### config.mk
export PLATFORM = sky130hd
export DESIGN_NAME = coa_core
export DESIGN_NICKNAME = d
export VERILOG_FILES = /design/src/coa_pkg.sv /design/src/coa_mode_dec.sv /design/src/coa_addr_unit.sv /design/src/coa_core.sv
export VERILOG_INCLUDE_DIRS = /design/src
export SDC_FILE = /design/constraint.sdc
export NUM_CORES = 1
export LEC_CHECK = 0
export ABC_AREA = 1
export BUFFER_PORTS_ARGS = -buffer_cell sky130_fd_sc_hd__buf_2
export CORE_MARGIN = 5
export CORE_UTILIZATION = 50
export CTS_CLUSTER_DIAMETER = 30
export DETAILED_ROUTE_END_ITERATION = 6
export PLACE_DENSITY = 0.71
export REMOVE_ABC_BUFFERS = 1
export SYNTH_ARGS = -nofsm -noshare
export SYNTH_HDL_FRONTEND = slang
export SYNTH_SLANG_ARGS = --single-unit
### constraint.sdc
create_clock -name mclk -period 6.6 [get_ports mclk]
set_input_delay 0.33 -clock mclk [delete_from_list [all_inputs] [get_ports mclk]]
set_output_delay 0.33 -clock mclk [all_outputs]
set_load 0.02 [all_outputs]
### src/coa_defines.svh
// Constants for the operand addressing block
`ifndef COA_DEFINES_SVH
`define COA_DEFINES_SVH

// ----------------------------------------
// Instruction lengths in bytes
// ----------------------------------------
`define COA_LEN_TWO 2'h2
`define COA_LEN_THREE 2'h3

// ----------------------------------------
// Reset values and byte constants
// ----------------------------------------
`define COA_ACC_RST 8'h00
`define COA_IDX_RST 8'h00
`define COA_BYTE_ZERO 8'h00
`define COA_BYTE_ONE 8'h01

// ----------------------------------------
// Address space values of a memory request
// ----------------------------------------
`define COA_SPACE_RAM 1'b0
`define COA_SPACE_REG 1'b1

`endif

### src/coa_pkg.sv
// Types shared by the operand addressing block
package coa_pkg;

    // ----------------------------------------
    // Addressing modes
    // ----------------------------------------
    typedef enum logic [2:0] {
        COA_SRC_IDX = 3'h0,
        COA_DST_DIR = 3'h1,
        COA_DST_IDX = 3'h2,
        COA_DST_DIR_IMM = 3'h3,
        COA_DST_IDX_IMM = 3'h4,
        COA_DIR_DIR = 3'h5,
        COA_SRC_IND = 3'h6,
        COA_DST_IND = 3'h7
    } coa_mode_t;

    typedef enum logic [2:0] {
        COA_OP_MOV = 3'h0,
        COA_OP_ADD = 3'h1,
        COA_OP_AND = 3'h2,
        COA_OP_OR = 3'h3,
        COA_OP_XOR = 3'h4
    } coa_op_t;

    // ----------------------------------------
    // Carriers
    // ----------------------------------------
    typedef struct packed {
        coa_mode_t mode;
        coa_op_t op;
        logic use_x;
        logic reg_space;
        logic [7:0] op1;
        logic [7:0] op2;
    } coa_cmd_t;

    typedef struct packed {
        logic valid;
        logic we;
        logic reg_space;
        logic bank;
        logic [7:0] addr;
        logic [7:0] wdata;
    } coa_mem_t;

    typedef struct packed {
        logic [1:0] len;
        logic legal;
        logic ind;
        logic use_idx;
        logic rd_first;
    } coa_dec_t;

endpackage

### src/coa_mode_dec.sv
// Addressing mode decoder: length, legality and read needs
`timescale 1ns/1ps
`include "coa_defines.svh"

module coa_mode_dec (
    input coa_pkg::coa_cmd_t cmd,
    output coa_pkg::coa_dec_t dec
);
    import coa_pkg::*;

    logic arith;

    always_comb begin
        arith = (cmd.op != COA_OP_MOV);
        dec = '0;
        dec.legal = 1'b1;
        unique case (cmd.mode)
            COA_SRC_IDX: begin
                dec.len = `COA_LEN_TWO;
                dec.use_idx = 1'b1;
                dec.rd_first = 1'b1;
            end
            COA_DST_DIR: begin
                dec.len = `COA_LEN_TWO;
                dec.rd_first = arith;
            end
            COA_DST_IDX: begin
                dec.len = `COA_LEN_TWO;
                dec.use_idx = 1'b1;
                dec.rd_first = arith;
            end
            COA_DST_DIR_IMM: begin
                dec.len = `COA_LEN_THREE;
                dec.rd_first = arith;
            end
            COA_DST_IDX_IMM: begin
                dec.len = `COA_LEN_THREE;
                dec.use_idx = 1'b1;
                dec.rd_first = arith;
            end
            COA_DIR_DIR: begin
                dec.len = `COA_LEN_THREE;
                dec.legal = !arith;
                dec.rd_first = 1'b1;
            end
            COA_SRC_IND, COA_DST_IND: begin
                dec.len = `COA_LEN_TWO;
                dec.legal = !arith;
                dec.ind = 1'b1;
            end
        endcase
    end

endmodule

### src/coa_addr_unit.sv
// Effective address former and pointer incrementer
`timescale 1ns/1ps
`include "coa_defines.svh"

module coa_addr_unit (
    input wire logic [7:0] base,
    input wire logic [7:0] idx,
    input wire logic use_idx,
    input wire logic [7:0] ptr,
    output logic [7:0] addr,
    output logic [7:0] ptr_inc
);
    import coa_pkg::*;

    // Carry out of bit 7 is dropped, so pages wrap
    function automatic logic [7:0] add8(input logic [7:0] a, input logic [7:0] b);
        logic [8:0] s;
        s = {1'b0, a} + {1'b0, b};
        return s[7:0];
    endfunction

    always_comb begin
        addr = use_idx ? add8(base, idx) : base;
        ptr_inc = add8(ptr, `COA_BYTE_ONE);
    end

endmodule

### src/coa_core.sv
// Operand addressing sequencer of the 8-bit core
//
// Notes on behaviour
// - Source indexed reads op1+X and writes the named A or X.
// - Source indexed arithmetic takes first operand from A or X; two bytes.
// - Destination direct writes to op1 from A or X; two bytes.
// - Destination direct arithmetic reads op1 too; A and X stay unchanged.
// - Destination indexed writes op1+X from A; arithmetic reads there too.
// - Direct destination with immediate: three bytes, op2 is the source.
// - Indexed destination with immediate: three bytes, result at op1+X.
// - RAM to RAM copy from op2 to op1, move only, three bytes.
// - Indirect load reads pointer at op1, loads pointed byte into A.
// - Indirect store reads pointer at op1, stores A where it points.
// - Both indirect moves write the pointer back incremented.
// - Register-space operands send direct or indexed addresses to register space, except in the RAM to RAM copy.
// - Bank select flag chooses one of two register banks.
`timescale 1ns/1ps
`include "coa_defines.svh"

module coa_core (
    input wire logic mclk,
    input wire logic rst,
    input wire logic cmd_valid,
    input coa_pkg::coa_cmd_t cmd_in,
    input wire logic bank_select_flag,
    input wire logic ld_valid,
    input wire logic [7:0] ld_acc,
    input wire logic [7:0] ld_idx,
    input wire logic [7:0] mem_rdata,
    output logic cmd_ready,
    output logic done,
    output logic err,
    output logic [1:0] instr_len,
    output coa_pkg::coa_mem_t mem,
    output logic [7:0] acc,
    output logic [7:0] idx
);
    import coa_pkg::*;

    typedef enum logic [2:0] {
        ST_IDLE = 3'h0,
        ST_RD_PTR = 3'h1,
        ST_GET_PTR = 3'h2,
        ST_RD_DAT = 3'h3,
        ST_GET_DAT = 3'h4,
        ST_WR_RES = 3'h5,
        ST_WR_PTR = 3'h6
    } coa_st_t;

    typedef struct packed {
        coa_st_t st;
        coa_cmd_t cmd;
        logic bank;
        logic [1:0] len;
        logic [7:0] ptr;
        logic [7:0] acc;
        logic [7:0] idx;
        coa_mem_t mem;
        logic ready;
        logic done;
        logic err;
    } coa_state_t;

    coa_state_t s_reg;
    coa_state_t s_next;
    coa_cmd_t cur;
    coa_dec_t dec;
    logic [7:0] eff_addr;
    logic [7:0] ptr_inc;
    logic accept;

    // ----------------------------------------
    // Helpers
    // ----------------------------------------
    function automatic logic [7:0] alu(input coa_op_t op, input logic [7:0] a,
                                       input logic [7:0] b);
        logic [8:0] s;
        s = {1'b0, a} + {1'b0, b};
        unique case (op)
            COA_OP_MOV: return b;
            COA_OP_ADD: return s[7:0];
            COA_OP_AND: return a & b;
            COA_OP_OR: return a | b;
            COA_OP_XOR: return a ^ b;
            default: return b;
        endcase
    endfunction

    function automatic coa_mem_t mreq(input logic we, input logic rs, input logic bank,
                                      input logic [7:0] addr, input logic [7:0] wd);
        coa_mem_t m;
        m.valid = 1'b1;
        m.we = we;
        m.reg_space = rs;
        m.bank = rs ? bank : 1'b0;
        m.addr = addr;
        m.wdata = wd;
        return m;
    endfunction

    // ----------------------------------------
    // Decode and address forming
    // ----------------------------------------
    // The idle cycle decodes the incoming command so the first access issues at once
    assign accept = s_reg.ready && cmd_valid;
    assign cur = (s_reg.st == ST_IDLE) ? cmd_in : s_reg.cmd;

    coa_mode_dec u_dec (
        .cmd(cur),
        .dec(dec)
    );

    coa_addr_unit u_addr (
        .base(cur.op1),
        .idx(s_reg.idx),
        .use_idx(dec.use_idx),
        .ptr(s_reg.ptr),
        .addr(eff_addr),
        .ptr_inc(ptr_inc)
    );

    // ----------------------------------------
    // Sequencer
    // ----------------------------------------
    always_comb begin
        logic [7:0] src;
        logic bank;
        src = 8'h00;
        bank = 1'b0;
        s_next = s_reg;
        s_next.done = 1'b0;
        s_next.err = 1'b0;
        s_next.mem.valid = 1'b0;
        s_next.mem.we = 1'b0;
        bank = (s_reg.st == ST_IDLE) ? bank_select_flag : s_reg.bank;
        // source A or X for direct
        unique case (cur.mode)
            COA_DST_DIR: src = cur.use_x ? s_reg.idx : s_reg.acc;
            COA_DST_DIR_IMM, COA_DST_IDX_IMM: src = cur.op2;
            default: src = s_reg.acc;
        endcase
        unique case (s_reg.st)
            ST_IDLE: begin
                if (accept && !dec.legal) begin
                    s_next.err = 1'b1;
                end else if (accept) begin
                    s_next.cmd = cmd_in;
                    s_next.bank = bank_select_flag;
                    s_next.len = dec.len;
                    s_next.ready = 1'b0;
                    if (dec.ind) begin
                        s_next.mem = mreq(1'b0, `COA_SPACE_RAM, 1'b0, cur.op1,
                                          `COA_BYTE_ZERO);
                        s_next.st = ST_RD_PTR;
                    end else if (cur.mode == COA_DIR_DIR) begin
                        s_next.mem = mreq(1'b0, `COA_SPACE_RAM, 1'b0, cur.op2,
                                          `COA_BYTE_ZERO);
                        s_next.st = ST_RD_DAT;
                    end else if (dec.rd_first) begin
                        s_next.mem = mreq(1'b0, cur.reg_space, bank, eff_addr,
                                          `COA_BYTE_ZERO);
                        s_next.st = ST_RD_DAT;
                    end else begin
                        s_next.mem = mreq(1'b1, cur.reg_space, bank, eff_addr, src);
                        s_next.st = ST_WR_RES;
                    end
                end else if (ld_valid) begin
                    s_next.acc = ld_acc;
                    s_next.idx = ld_idx;
                end
            end
            ST_RD_PTR: s_next.st = ST_GET_PTR;
            ST_GET_PTR: begin
                s_next.ptr = mem_rdata;
                if (cur.mode == COA_SRC_IND) begin
                    s_next.mem = mreq(1'b0, `COA_SPACE_RAM, 1'b0, mem_rdata,
                                      `COA_BYTE_ZERO);
                    s_next.st = ST_RD_DAT;
                end else begin
                    s_next.mem = mreq(1'b1, `COA_SPACE_RAM, 1'b0, mem_rdata, s_reg.acc);
                    s_next.st = ST_WR_RES;
                end
            end
            ST_RD_DAT: s_next.st = ST_GET_DAT;
            ST_GET_DAT: begin
                unique case (cur.mode)
                    COA_SRC_IDX: begin
                        // first operand is the named register
                        if (cur.use_x) begin
                            s_next.idx = alu(cur.op, s_reg.idx, mem_rdata);
                        end else begin
                            s_next.acc = alu(cur.op, s_reg.acc, mem_rdata);
                        end
                        s_next.st = ST_IDLE;
                        s_next.ready = 1'b1;
                        s_next.done = 1'b1;
                    end
                    COA_SRC_IND: begin
                        s_next.acc = mem_rdata;
                        s_next.mem = mreq(1'b1, `COA_SPACE_RAM, 1'b0, cur.op1, ptr_inc);
                        s_next.st = ST_WR_PTR;
                    end
                    COA_DIR_DIR: begin
                        s_next.mem = mreq(1'b1, `COA_SPACE_RAM, 1'b0, cur.op1, mem_rdata);
                        s_next.st = ST_WR_RES;
                    end
                    default: begin
                        // location is first source, registers kept
                        s_next.mem = mreq(1'b1, cur.reg_space, bank, eff_addr,
                                          alu(cur.op, mem_rdata, src));
                        s_next.st = ST_WR_RES;
                    end
                endcase
            end
            ST_WR_RES: begin
                if (cur.mode == COA_DST_IND) begin
                    s_next.mem = mreq(1'b1, `COA_SPACE_RAM, 1'b0, cur.op1, ptr_inc);
                    s_next.st = ST_WR_PTR;
                end else begin
                    s_next.st = ST_IDLE;
                    s_next.ready = 1'b1;
                    s_next.done = 1'b1;
                end
            end
            ST_WR_PTR: begin
                s_next.st = ST_IDLE;
                s_next.ready = 1'b1;
                s_next.done = 1'b1;
            end
            default: begin
                s_next.st = ST_IDLE;
                s_next.ready = 1'b1;
            end
        endcase
    end

    always_ff @(posedge mclk) begin
        if (rst) begin
            s_reg <= '0;
            s_reg.st <= ST_IDLE;
            s_reg.ready <= 1'b1;
            s_reg.acc <= `COA_ACC_RST;
            s_reg.idx <= `COA_IDX_RST;
        end else begin
            s_reg <= s_next;
        end
    end

    assign cmd_ready = s_reg.ready;
    assign done = s_reg.done;
    assign err = s_reg.err;
    assign instr_len = s_reg.len;
    assign mem = s_reg.mem;
    assign acc = s_reg.acc;
    assign idx = s_reg.idx;
endmodule

### Yosys cells after proc, flatten, opt, wreduce, memory -nomap -nowiden

Index checks and enable logic that the tools add are counted.

* input port bits: 53
* output and inout port bits: 41
* register bits: 77

* reductions and logical operators: 25
* bitwise logic cells: 12
* multiplexer cells: 44
* add/sub/neg operators: 5
* eq/ne operators: 28

Operators by type and width (count)
* 8-bit case mux with 4 select lines: 3
* 20-bit case mux with 4 select lines: 1
* 19-bit two-way mux: 4
* 30-bit two-way mux: 2
* 20-bit case mux with 3 select lines: 1
* 8-bit two-way mux: 5
* 37-bit two-way mux: 1
* 8-bit adder: 4
* 16-bit two-way mux: 2
* 16-bit case mux with 2 select lines: 1
* 8-bit case mux with 2 select lines: 2
* 8-bit AND: 3
* 3-bit == test (second input constant): 8
* 24-bit two-way mux: 1
* 8-bit bitwise OR: 3
* 8-bit bitwise XOR: 3
* 21-bit two-way mux: 1
* 20-bit two-way mux: 1
* 3-bit by 2-bit == test with 1-bit output (second input constant): 6
* 3-bit case mux with 6 select lines: 1
* 2-bit inequality test (second input constant): 8
* 3-bit two-way mux: 5
* 6-bit AND reduction: 2
* 3-bit OR reduction: 4
* 25 further kinds: 42

### Depth between registers and ports, before layout

Gate-level depths: netlist of run 1.

* depth in word-level cells: 12
* mapped depth: 25
* mapped depth without buffers: 24

### Hierarchy

A second synthesis of run 1 with hierarchy kept.

* cell total of the unflattened synthesis: 1201
* area, all modules: 7614.8 µm²

By module, submodules not included
* coa_core: area an instance 6984.2 µm², cells an instance 1082, seq. area each 1541.5 µm², times used 1
* coa_addr_unit: area an instance 541.8 µm², cells an instance 98, seq. area each 0.0 µm², times used 1
* coa_mode_dec: area an instance 88.8 µm², cells an instance 21, seq. area each 0.0 µm², times used 1

### Least setup slack after synthesis of run 1

Ideal clock, no wire load.

* path kind: reg-to-reg
* from: register s_reg[76] in the netlist's numbering
* to: register s_reg (netlist bit mem[4])
* stages on the path, launching flop included: 26
* required time: 6.481 ns
* arrival: 2.909 ns
* path slack: 3.571 ns
* setup time: 0.119 ns
* clock period less this slack: 3.029 ns
* path through: dfxtp_1 inv_2 nand2_4 buf_6 nand2_1 nand2_2 nand2_1 nor2_4 nand2_2 nand2_4 nand2_1 o211ai_2 ha_1 inv_1 fa_1 inv_1 nand3_1 nand2_1 xnor2_1 nor2_1 nor2_1 nand3_1 nand2_1 nand2_1 nand2_1 a21oi_1

* longest elaborated chain between the ends: 11
* elaborated cells between the ends (all ways): 50
* classes of those cells: 1 x add/sub; 18 x eq/ne; 15 x mux; 3 x bitwise; 13 x reduce/logical

RTL lines
* from (decl): RTL line coa_core.sv:64 `coa_state_t s_reg;`
* from (signal assigned): RTL line coa_core.sv:245 `s_reg <= s_next;`
* parallel branches: the longest is 11 deep, another holds 8-bit adder

Parallel ways; which one is timed is not known. The select of a mux whose other input is x is not followed.
A chain may end at the register's enable or synchronous reset.

### Worst setup path in the final report of run 1

* from: register s_reg[74] in the netlist's numbering
* to: register s_reg (netlist bit mem[4])

Same word-level chain as after synthesis.

==> results of run 1 <==
-- cells in the final DEF (no fill, tap or decap), drive strengths merged --
cell type	n
o211ai	3
o21ai	105
xnor2	8
dfxtp	77
xor2	8
a31oi	7
nor3	8
o2111ai	1
a211oi	3
buf	97
o22ai	10
clkbuf	10
clkinv	7
a22oi	8
fa	4
o21a	9
nor2	117
nand3b	2
clkinvlp	2
or2	6
inv	159
nand4	18
a21oi	129
nand3	129
a21o	1
ha	56
nand2	304
o31ai	1
-- routing by layer --
metal | wire (µm) | part of all wire | vias to the layer above | track usage
met5 | 0 | 0 | - | 0
met4 | 844 | 0.032 | 0 | 0.0984
met3 | 2340 | 0.090 | 64 | 0.0510
met2 | 11600 | 0.44 | 428 | 0.440
met1 | 11200 | 0.43 | 3826 | 0.379
li1 | - | - | 4145 | -
-- cell type report --
type,instances,share of cell area
Multi-Input combinational cell,937,0.614
Sequential cell,77,0.187
Inverter,163,0.0746
Timing Repair Buffer,97,0.0601
Tap cell,211,0.0320
Clock buffer,10,0.0278
Clock inverter,5,0.00455
-- per-stage QoR --
step,std cells,util,hold WS [ns],area (µm²)
6_report,1500,0.541,0.228,8250
5_1_grt,1500,0.541,0.250,8250
4_1_cts,1500,0.541,0.217,8250
3_5_place_dp,1485,0.523,0.441,7980
3_3_place_gp,1485,0.523,0.433,7980
2_1_floorplan,1177,-,0.399,7220
-- worst max-delay path by stage --
stage | startpoint | end | cells after the start
final | s_reg[74]$_SDFFE_PP0P_ | mem[4]$_SDFFE_PP0P_ | 23
after global routing | s_reg[74]$_SDFFE_PP0P_ | mem[4]$_SDFFE_PP0P_ | 23
after CTS | s_reg[74]$_SDFFE_PP0P_ | mem[4]$_SDFFE_PP0P_ | 23
after detailed placement | s_reg[74]$_SDFFE_PP0P_ | mem[4]$_SDFFE_PP0P_ | 23
after global placement | s_reg[74]$_SDFFE_PP0P_ | mem[4]$_SDFFE_PP0P_ | 23
after floorplan | s_reg[74]$_SDFFE_PP0P_ | mem[4]$_SDFFE_PP0P_ | 23
-- worst min-delay path: cells and delay by family --
family	cells	cell delay, ns
buffers and inverters	1	0.09
AND/OR/NAND/NOR	2	0.12
-- kinds of logic (layout without fill, tap and decap cells) --
kind of cell,after synthesis,in the layout,share of synthesized area
adders and majority gates,60,60,0.100
and+or+nand+nor,584,584,0.337
AOI/OAI and AO/OA,277,277,0.195
xor gates and xnor gates,16,16,0.0180
DFF,77,77,0.198
buffers and inverters,251,275,0.153
-- where the power goes --
group	switching, mW	internal [mW]	leakage (nW)
Sequential	0.174	0.647	0.633
Combinational	2.59	1.13	3.37
Clock	0.221	0.254	0.125
==> impl_metrics.ini, run 1 <==
[outcome]
status = completed

[setup_path]
rr_worst_depth = 23
path_cells = nor2_4 > nand2_4 > nand2_1 > nand2_1 > nor2_4 > nand2_2 > nand2_4 > nand2_1 > o211ai_2 > ha_1 > inv_1 > fa_1 > inv_1 > nand3_1 > nand2_1 > xnor2_1 > nor2_1 > nor2_1 > nand3_1 > nand2_1 > nand2_1 > nand2_1 > a21oi_1
slowest_stage = fa_1
end_kind = register
worstPathRequired_ns = 6.83
critPathKind = register to register
cp_num_buf_inv = 2
cp_max_fo = 25
reg2reg_setup_slack_ns = 2.69
r2r_start = s_reg[74]$_SDFFE_PP0P_
cp_top_family = simple AND/OR/NAND/NOR gates
regToRegEndpoint = mem[4]$_SDFFE_PP0P_
start_kind = register
cp_common_cell = nand2_1
max_stage_delay_ns = 0.44
arrival_ns = 4.14

[clock_network]
insertion_delay_ns = 0.35
ctsRootBufferMaster = clkbuf_16
postCtsSetupBuffers = 0
cts_hold_buf = 0
tritoncts = done
cts_made_buffers = 9
post_cts_resize_count = 0
cts_buffer_depth = 2
clk_pin_slew_worst_paths_ns = 0.07
cts.sink_count = 77
htree_levels = 3

[die]
fp.dieW_um = 135
design.core.area_mm2 = 0.0153
num_rows = 45
chipHeight_um = 135
initial_core_util = 0.511
dieArea_mm2 = 0.0182
io_pins = 94

[placement]
place_congestion = 0.976
hpwl_um = 19400
portBuffers = 93
dp_slack_ns = 2.81

[route]
viasPerCell = 5.64
drc = 0
post_drt_wl_per_cell_um = 17.3
dr_total_vias = 8463
ant_nets = 0
drtPass1Iterations = 6
drt-initial-drc-count = 808
routed_wl_um = 26000

[sta]
fmax_mhz = 256
finalWorstPathRequiredPeriod_ns = 3.91
worst_slack_ns = 2.69
relSlewSlack = 0.258
rsz0062_at_grt = no
fin_crit_sh = 0.593
finalSetupViolCount = 0
worst_pin_slew_ns = 1.11
hold_viol = 0
finalSetupTns_ns = 0
maxSlewViolCount = 0
fin_worst_skew_ns = 0.00954

[global_routing]
grt_pass1_vias = 7402
grt_max_degree = 44
antenna_found_initial = 0
grt_pass1_wl_um = 40000
overflow = 0
grt_usage = 0.278

[yosys]
synthCells = 1265
synth_warnings = 0
synth_ff_type = dfxtp_1
synth-edff-count = 0
ys_ff_latch = 77
synth_top_area_frac = 0.198
ys_seq_area_frac = 0.198
netlist.top_cell.by_area = dfxtp_1
synth_area_leaders = dfxtp_1, nand2_1, ha_1
syn_area_mm2 = 0.00780
netlist_top_cells_count = nand2_1, inv_1, a21oi_1, nand3_1, nor2_1
avgSynthCellArea_um2 = 6.17
yosysMostFrequentCell = nand2_1
ys_types = 47
ys_async_sr_fraction = 0

[layout]
n_fill_cell = 1618
fin_nets = 1398
area_growth_pct = 5.79
diodes = 0
seqCellArea_mm2 = 0.00154
multi_input_area_mm2 = 0.00507
largest_reg_flops = 36
drive_gt1_frac = 0.130

[job]
drv_cap = 0

[hold_path]
hold_class = input pin to register
hp-start = cmd_in[9]
whs_path_depth = 3
hold_path_end = s_reg[59]$_SDFFE_PP0P_

[power]
total_power_mw = 5.02
p_leak_nw = 4.13
ir_drop_mv = 0.287
power_density_mw_per_mm2 = 609
No activity file was read; power rests on OpenSTA's default activity.
==> inputs of run 2 (changes only) <==
- ABC_AREA: 1 -> 0
- PLACE_DENSITY: 0.71 -> 0.74
- clock period: 6.6 -> 3.4 ns (I/O delays scaled with it)
==> run 2 against run 1 <==
Effect of this change: combinational power shrank 42%; fmax increased by 18%; largest cell class unchanged; die area down 5.1%; register-to-register slack worse by 2.6 ns; largest power group unchanged; clock skew down 0.0060 ns; cell area grew 1.8%; setup slack lost 2.6 ns; sequential cell count unchanged; critical path depth is 9 lower; sequential power grew 37%.
==> impl_metrics.ini, run 2 <==
[yosys]
synth-edff-count = 0
avgSynthCellArea_um2 = 7.38
syn_area_mm2 = 0.00737
synth_top_area_frac = 0.209
synth_top_family_by_area = compound AO/OA/AOI/OAI gates
synth-adder-area-share = 0.106
synthSimpleGateAreaFrac = 0.206
netlist_top_cells_count = nand2_1, a21oi_1, dfxtp_1, nor2_1, ha_1
synth_area_leaders = dfxtp_1, ha_1, nand2_1
netlist.top_cell.by_area = dfxtp_1
yosysMostFrequentCell = nand2_1
ys_ff_latch = 77
synthMuxAreaShare = 0.0545
synth_ff_type = dfxtp_1
ys_seq_area_frac = 0.209
synth-xor-area-share = 0.0238
ys_async_sr_fraction = 0
synth_compound_area_frac = 0.293
synth_warnings = 0
synthCells = 998
ys_types = 77

[layout]
area_growth_pct = 14.0
n_fill_cell = 1383
layout_common_cells = nand2_1, buf_2, a21oi_1
drive_gt1_frac = 0.207
seqCellArea_mm2 = 0.00154
final_util = 0.580
largest_reg_flops = 36
stdcell_area_mm2 = 0.00840
multi_input_area_mm2 = 0.00516
fin_nets = 1182
diodes = 0
layout_commonest_cell = nand2_1

[power]
p_leak_nw = 3.57
power_density_mw_per_mm2 = 516
ir_drop_mv = 0.265

[die]
io_pins = 94
num_rows = 44
dieArea_mm2 = 0.0173
fp.dieW_um = 131
design.core.area_mm2 = 0.0145
initial_core_util = 0.509
chipHeight_um = 131

[sta]
worst_pin_slew_ns = 0.994
relSlewSlack = 0.337
fin_crit_sh = 0.975
maxSlewViolCount = 0
finalSetupTns_ns = 0
fmax_mhz = 302
hold_viol = 0
fin_worst_skew_ns = 0.00355
whs_ns = 0.0577
finalSetupViolCount = 0
rsz0062_at_grt = yes
finalWorstPathRequiredPeriod_ns = 3.31

[setup_path]
path_cells = nor4bb_1 > buf_4 > mux2_4 > buf_4 > a222oi_1 > buf_4 > inv_4 > ha_4 > a21o_1 > o31a_1 > o32ai_2 > a21boi_1 > a221o_1 > a41oi_2
reg2reg_setup_slack_ns = 0.09
start_kind = register
r2r_start = s_reg[72]$_SDFFE_PP0P_
cp_common_cell = buf_4
rr_worst_depth = 14
regToRegEndpoint = mem[7]$_SDFFE_PP0P_
startpoint = s_reg[72]$_SDFFE_PP0P_
crit_end = mem[7]$_SDFFE_PP0P_
critPathKind = register to register
worstPathRequired_ns = 3.69
arrival_ns = 3.60
path_depth = 14
end_kind = register
cp_num_buf_inv = 4
slowest_stage = dfxtp_1
cp_max_fo = 7
max_stage_delay_ns = 0.45
cp_top_family = compound AO/OA/AOI/OAI gates

[route]
dr_total_vias = 7800
viasPerCell = 6.20
ant_nets = 0
post_drt_wl_per_cell_um = 19.2
drtPass1Iterations = 6
drt-initial-drc-count = 1022
routed_wl_um = 24200
drc = 0

[job]
drv_cap = 0

[placement]
placed_cell_area_mm2 = 0.00791
hpwl_um = 17600
place_congestion = 0.955
portBuffers = 93

[clock_network]
htree_levels = 3
ctsRootBufferMaster = clkbuf_16
insertion_delay_ns = 0.36
cts_made_buffers = 9
cts_buffer_depth = 2
clk_pin_slew_worst_paths_ns = 0.06
cts.sink_count = 77
tritoncts = done

[global_routing]
grt_pass1_wl_um = 38600
grt_pass1_vias = 7247
antenna_found_initial = 0
grt_max_degree = 40
grt_usage = 0.271
overflow = 0

[hold_path]
hp-start = cmd_in[16]
hold_class = input pin to register

[outcome]
status = completed
run 2: changes by cell type after synthesis, moves of 26 or more:
cell / change
nor2_1: -34
o21ai_0: -41
mux2i_1: +26
nand2_1: -121
nand3_1: -104
inv_1: -102
a21oi_1: -31
run 2: area by class of cell:
type,instances,share of cell area
Sequential cell,77,0.184
Clock inverter,5,0.00715
Clock buffer,11,0.0289
Inverter,47,0.0213
Timing Repair Buffer,159,0.117
Tap cell,184,0.0274
Multi-Input combinational cell,775,0.614
run 2: how the worst min path moves through the flow:
stage	endpoint	slack [ns]	cells past startpoint
3_5_place_dp	s_reg[66]$_SDFFE_PP0P_	0.43	3
3_3_place_gp	s_reg[49]$_SDFFE_PP0P_	0.43	3
4_1_cts	s_reg[66]$_SDFFE_PP0P_	0.05	3
5_1_grt	s_reg[49]$_SDFFE_PP0P_	0.07	3
6_report	s_reg[66]$_SDFFE_PP0P_	0.06	3
2_1_floorplan	instr_len[0]$_SDFFE_PP0P_	0.24	1
run 2: power breakdown:
| group | switching (mW) | internal (mW) | leakage [nW] |
|---|---|---|---|
| registers | 0.121 | 1.01 | 0.630 |
| clock network | 0.433 | 0.591 | 0.146 |
| logic | 1.31 | 0.872 | 2.80 |
| total | 1.86 | 2.47 | 3.57 |
run 2: logic make-up (layout without fill, tap and decap cells):
group                    Yosys count  count (layout)
flip-flops                        77              77
AO/OA/AOI/OAI                    321             321
buffers and inverters            146             222
multiplexers                      36              36
AND/OR/NAND/NOR                  338             338
XOR/XNOR                          20              20
adder cells (fa/ha/maj)           60              60
run 2: stage by stage:
step / power (mW) / worst slack, ns / cells
after floorplan: 2.45 / -0.842 / 899
after global placement: 3.14 / 0.101 / 1235
after CTS: 4.20 / 0.0173 / 1252
final: 4.33 / 0.0860 / 1258
after global routing: 4.60 / -0.0458 / 1258
after detailed placement: 3.17 / 0.00345 / 1235
run 2: timing repair:
item                       CTS  global route
pin swaps                    1             7
setup endpoints to repair    2             4
resized for setup            1            31
buffers inserted             1             6
hold buffers                 0             0
run 2: worst register-to-register path: cells and delay by family, from the launching register on:
kind / cells / cell delay [ns]
compound gates: 7 / 1.63
fa+ha+maj: 1 / 0.24
buf+inv: 4 / 0.54
simple gates: 1 / 0.09
mux: 1 / 0.30
flops: 1 / 0.45
run 2: per-layer routing:
layer  global-route usage  vias to the layer above  part of all wire
met5                    0                        -                 0
met4                0.105                        0             0.033
met3               0.0447                       60             0.087
met2                0.426                      373              0.45
met1                0.374                     3654              0.43
li1                     -                     3713                 -
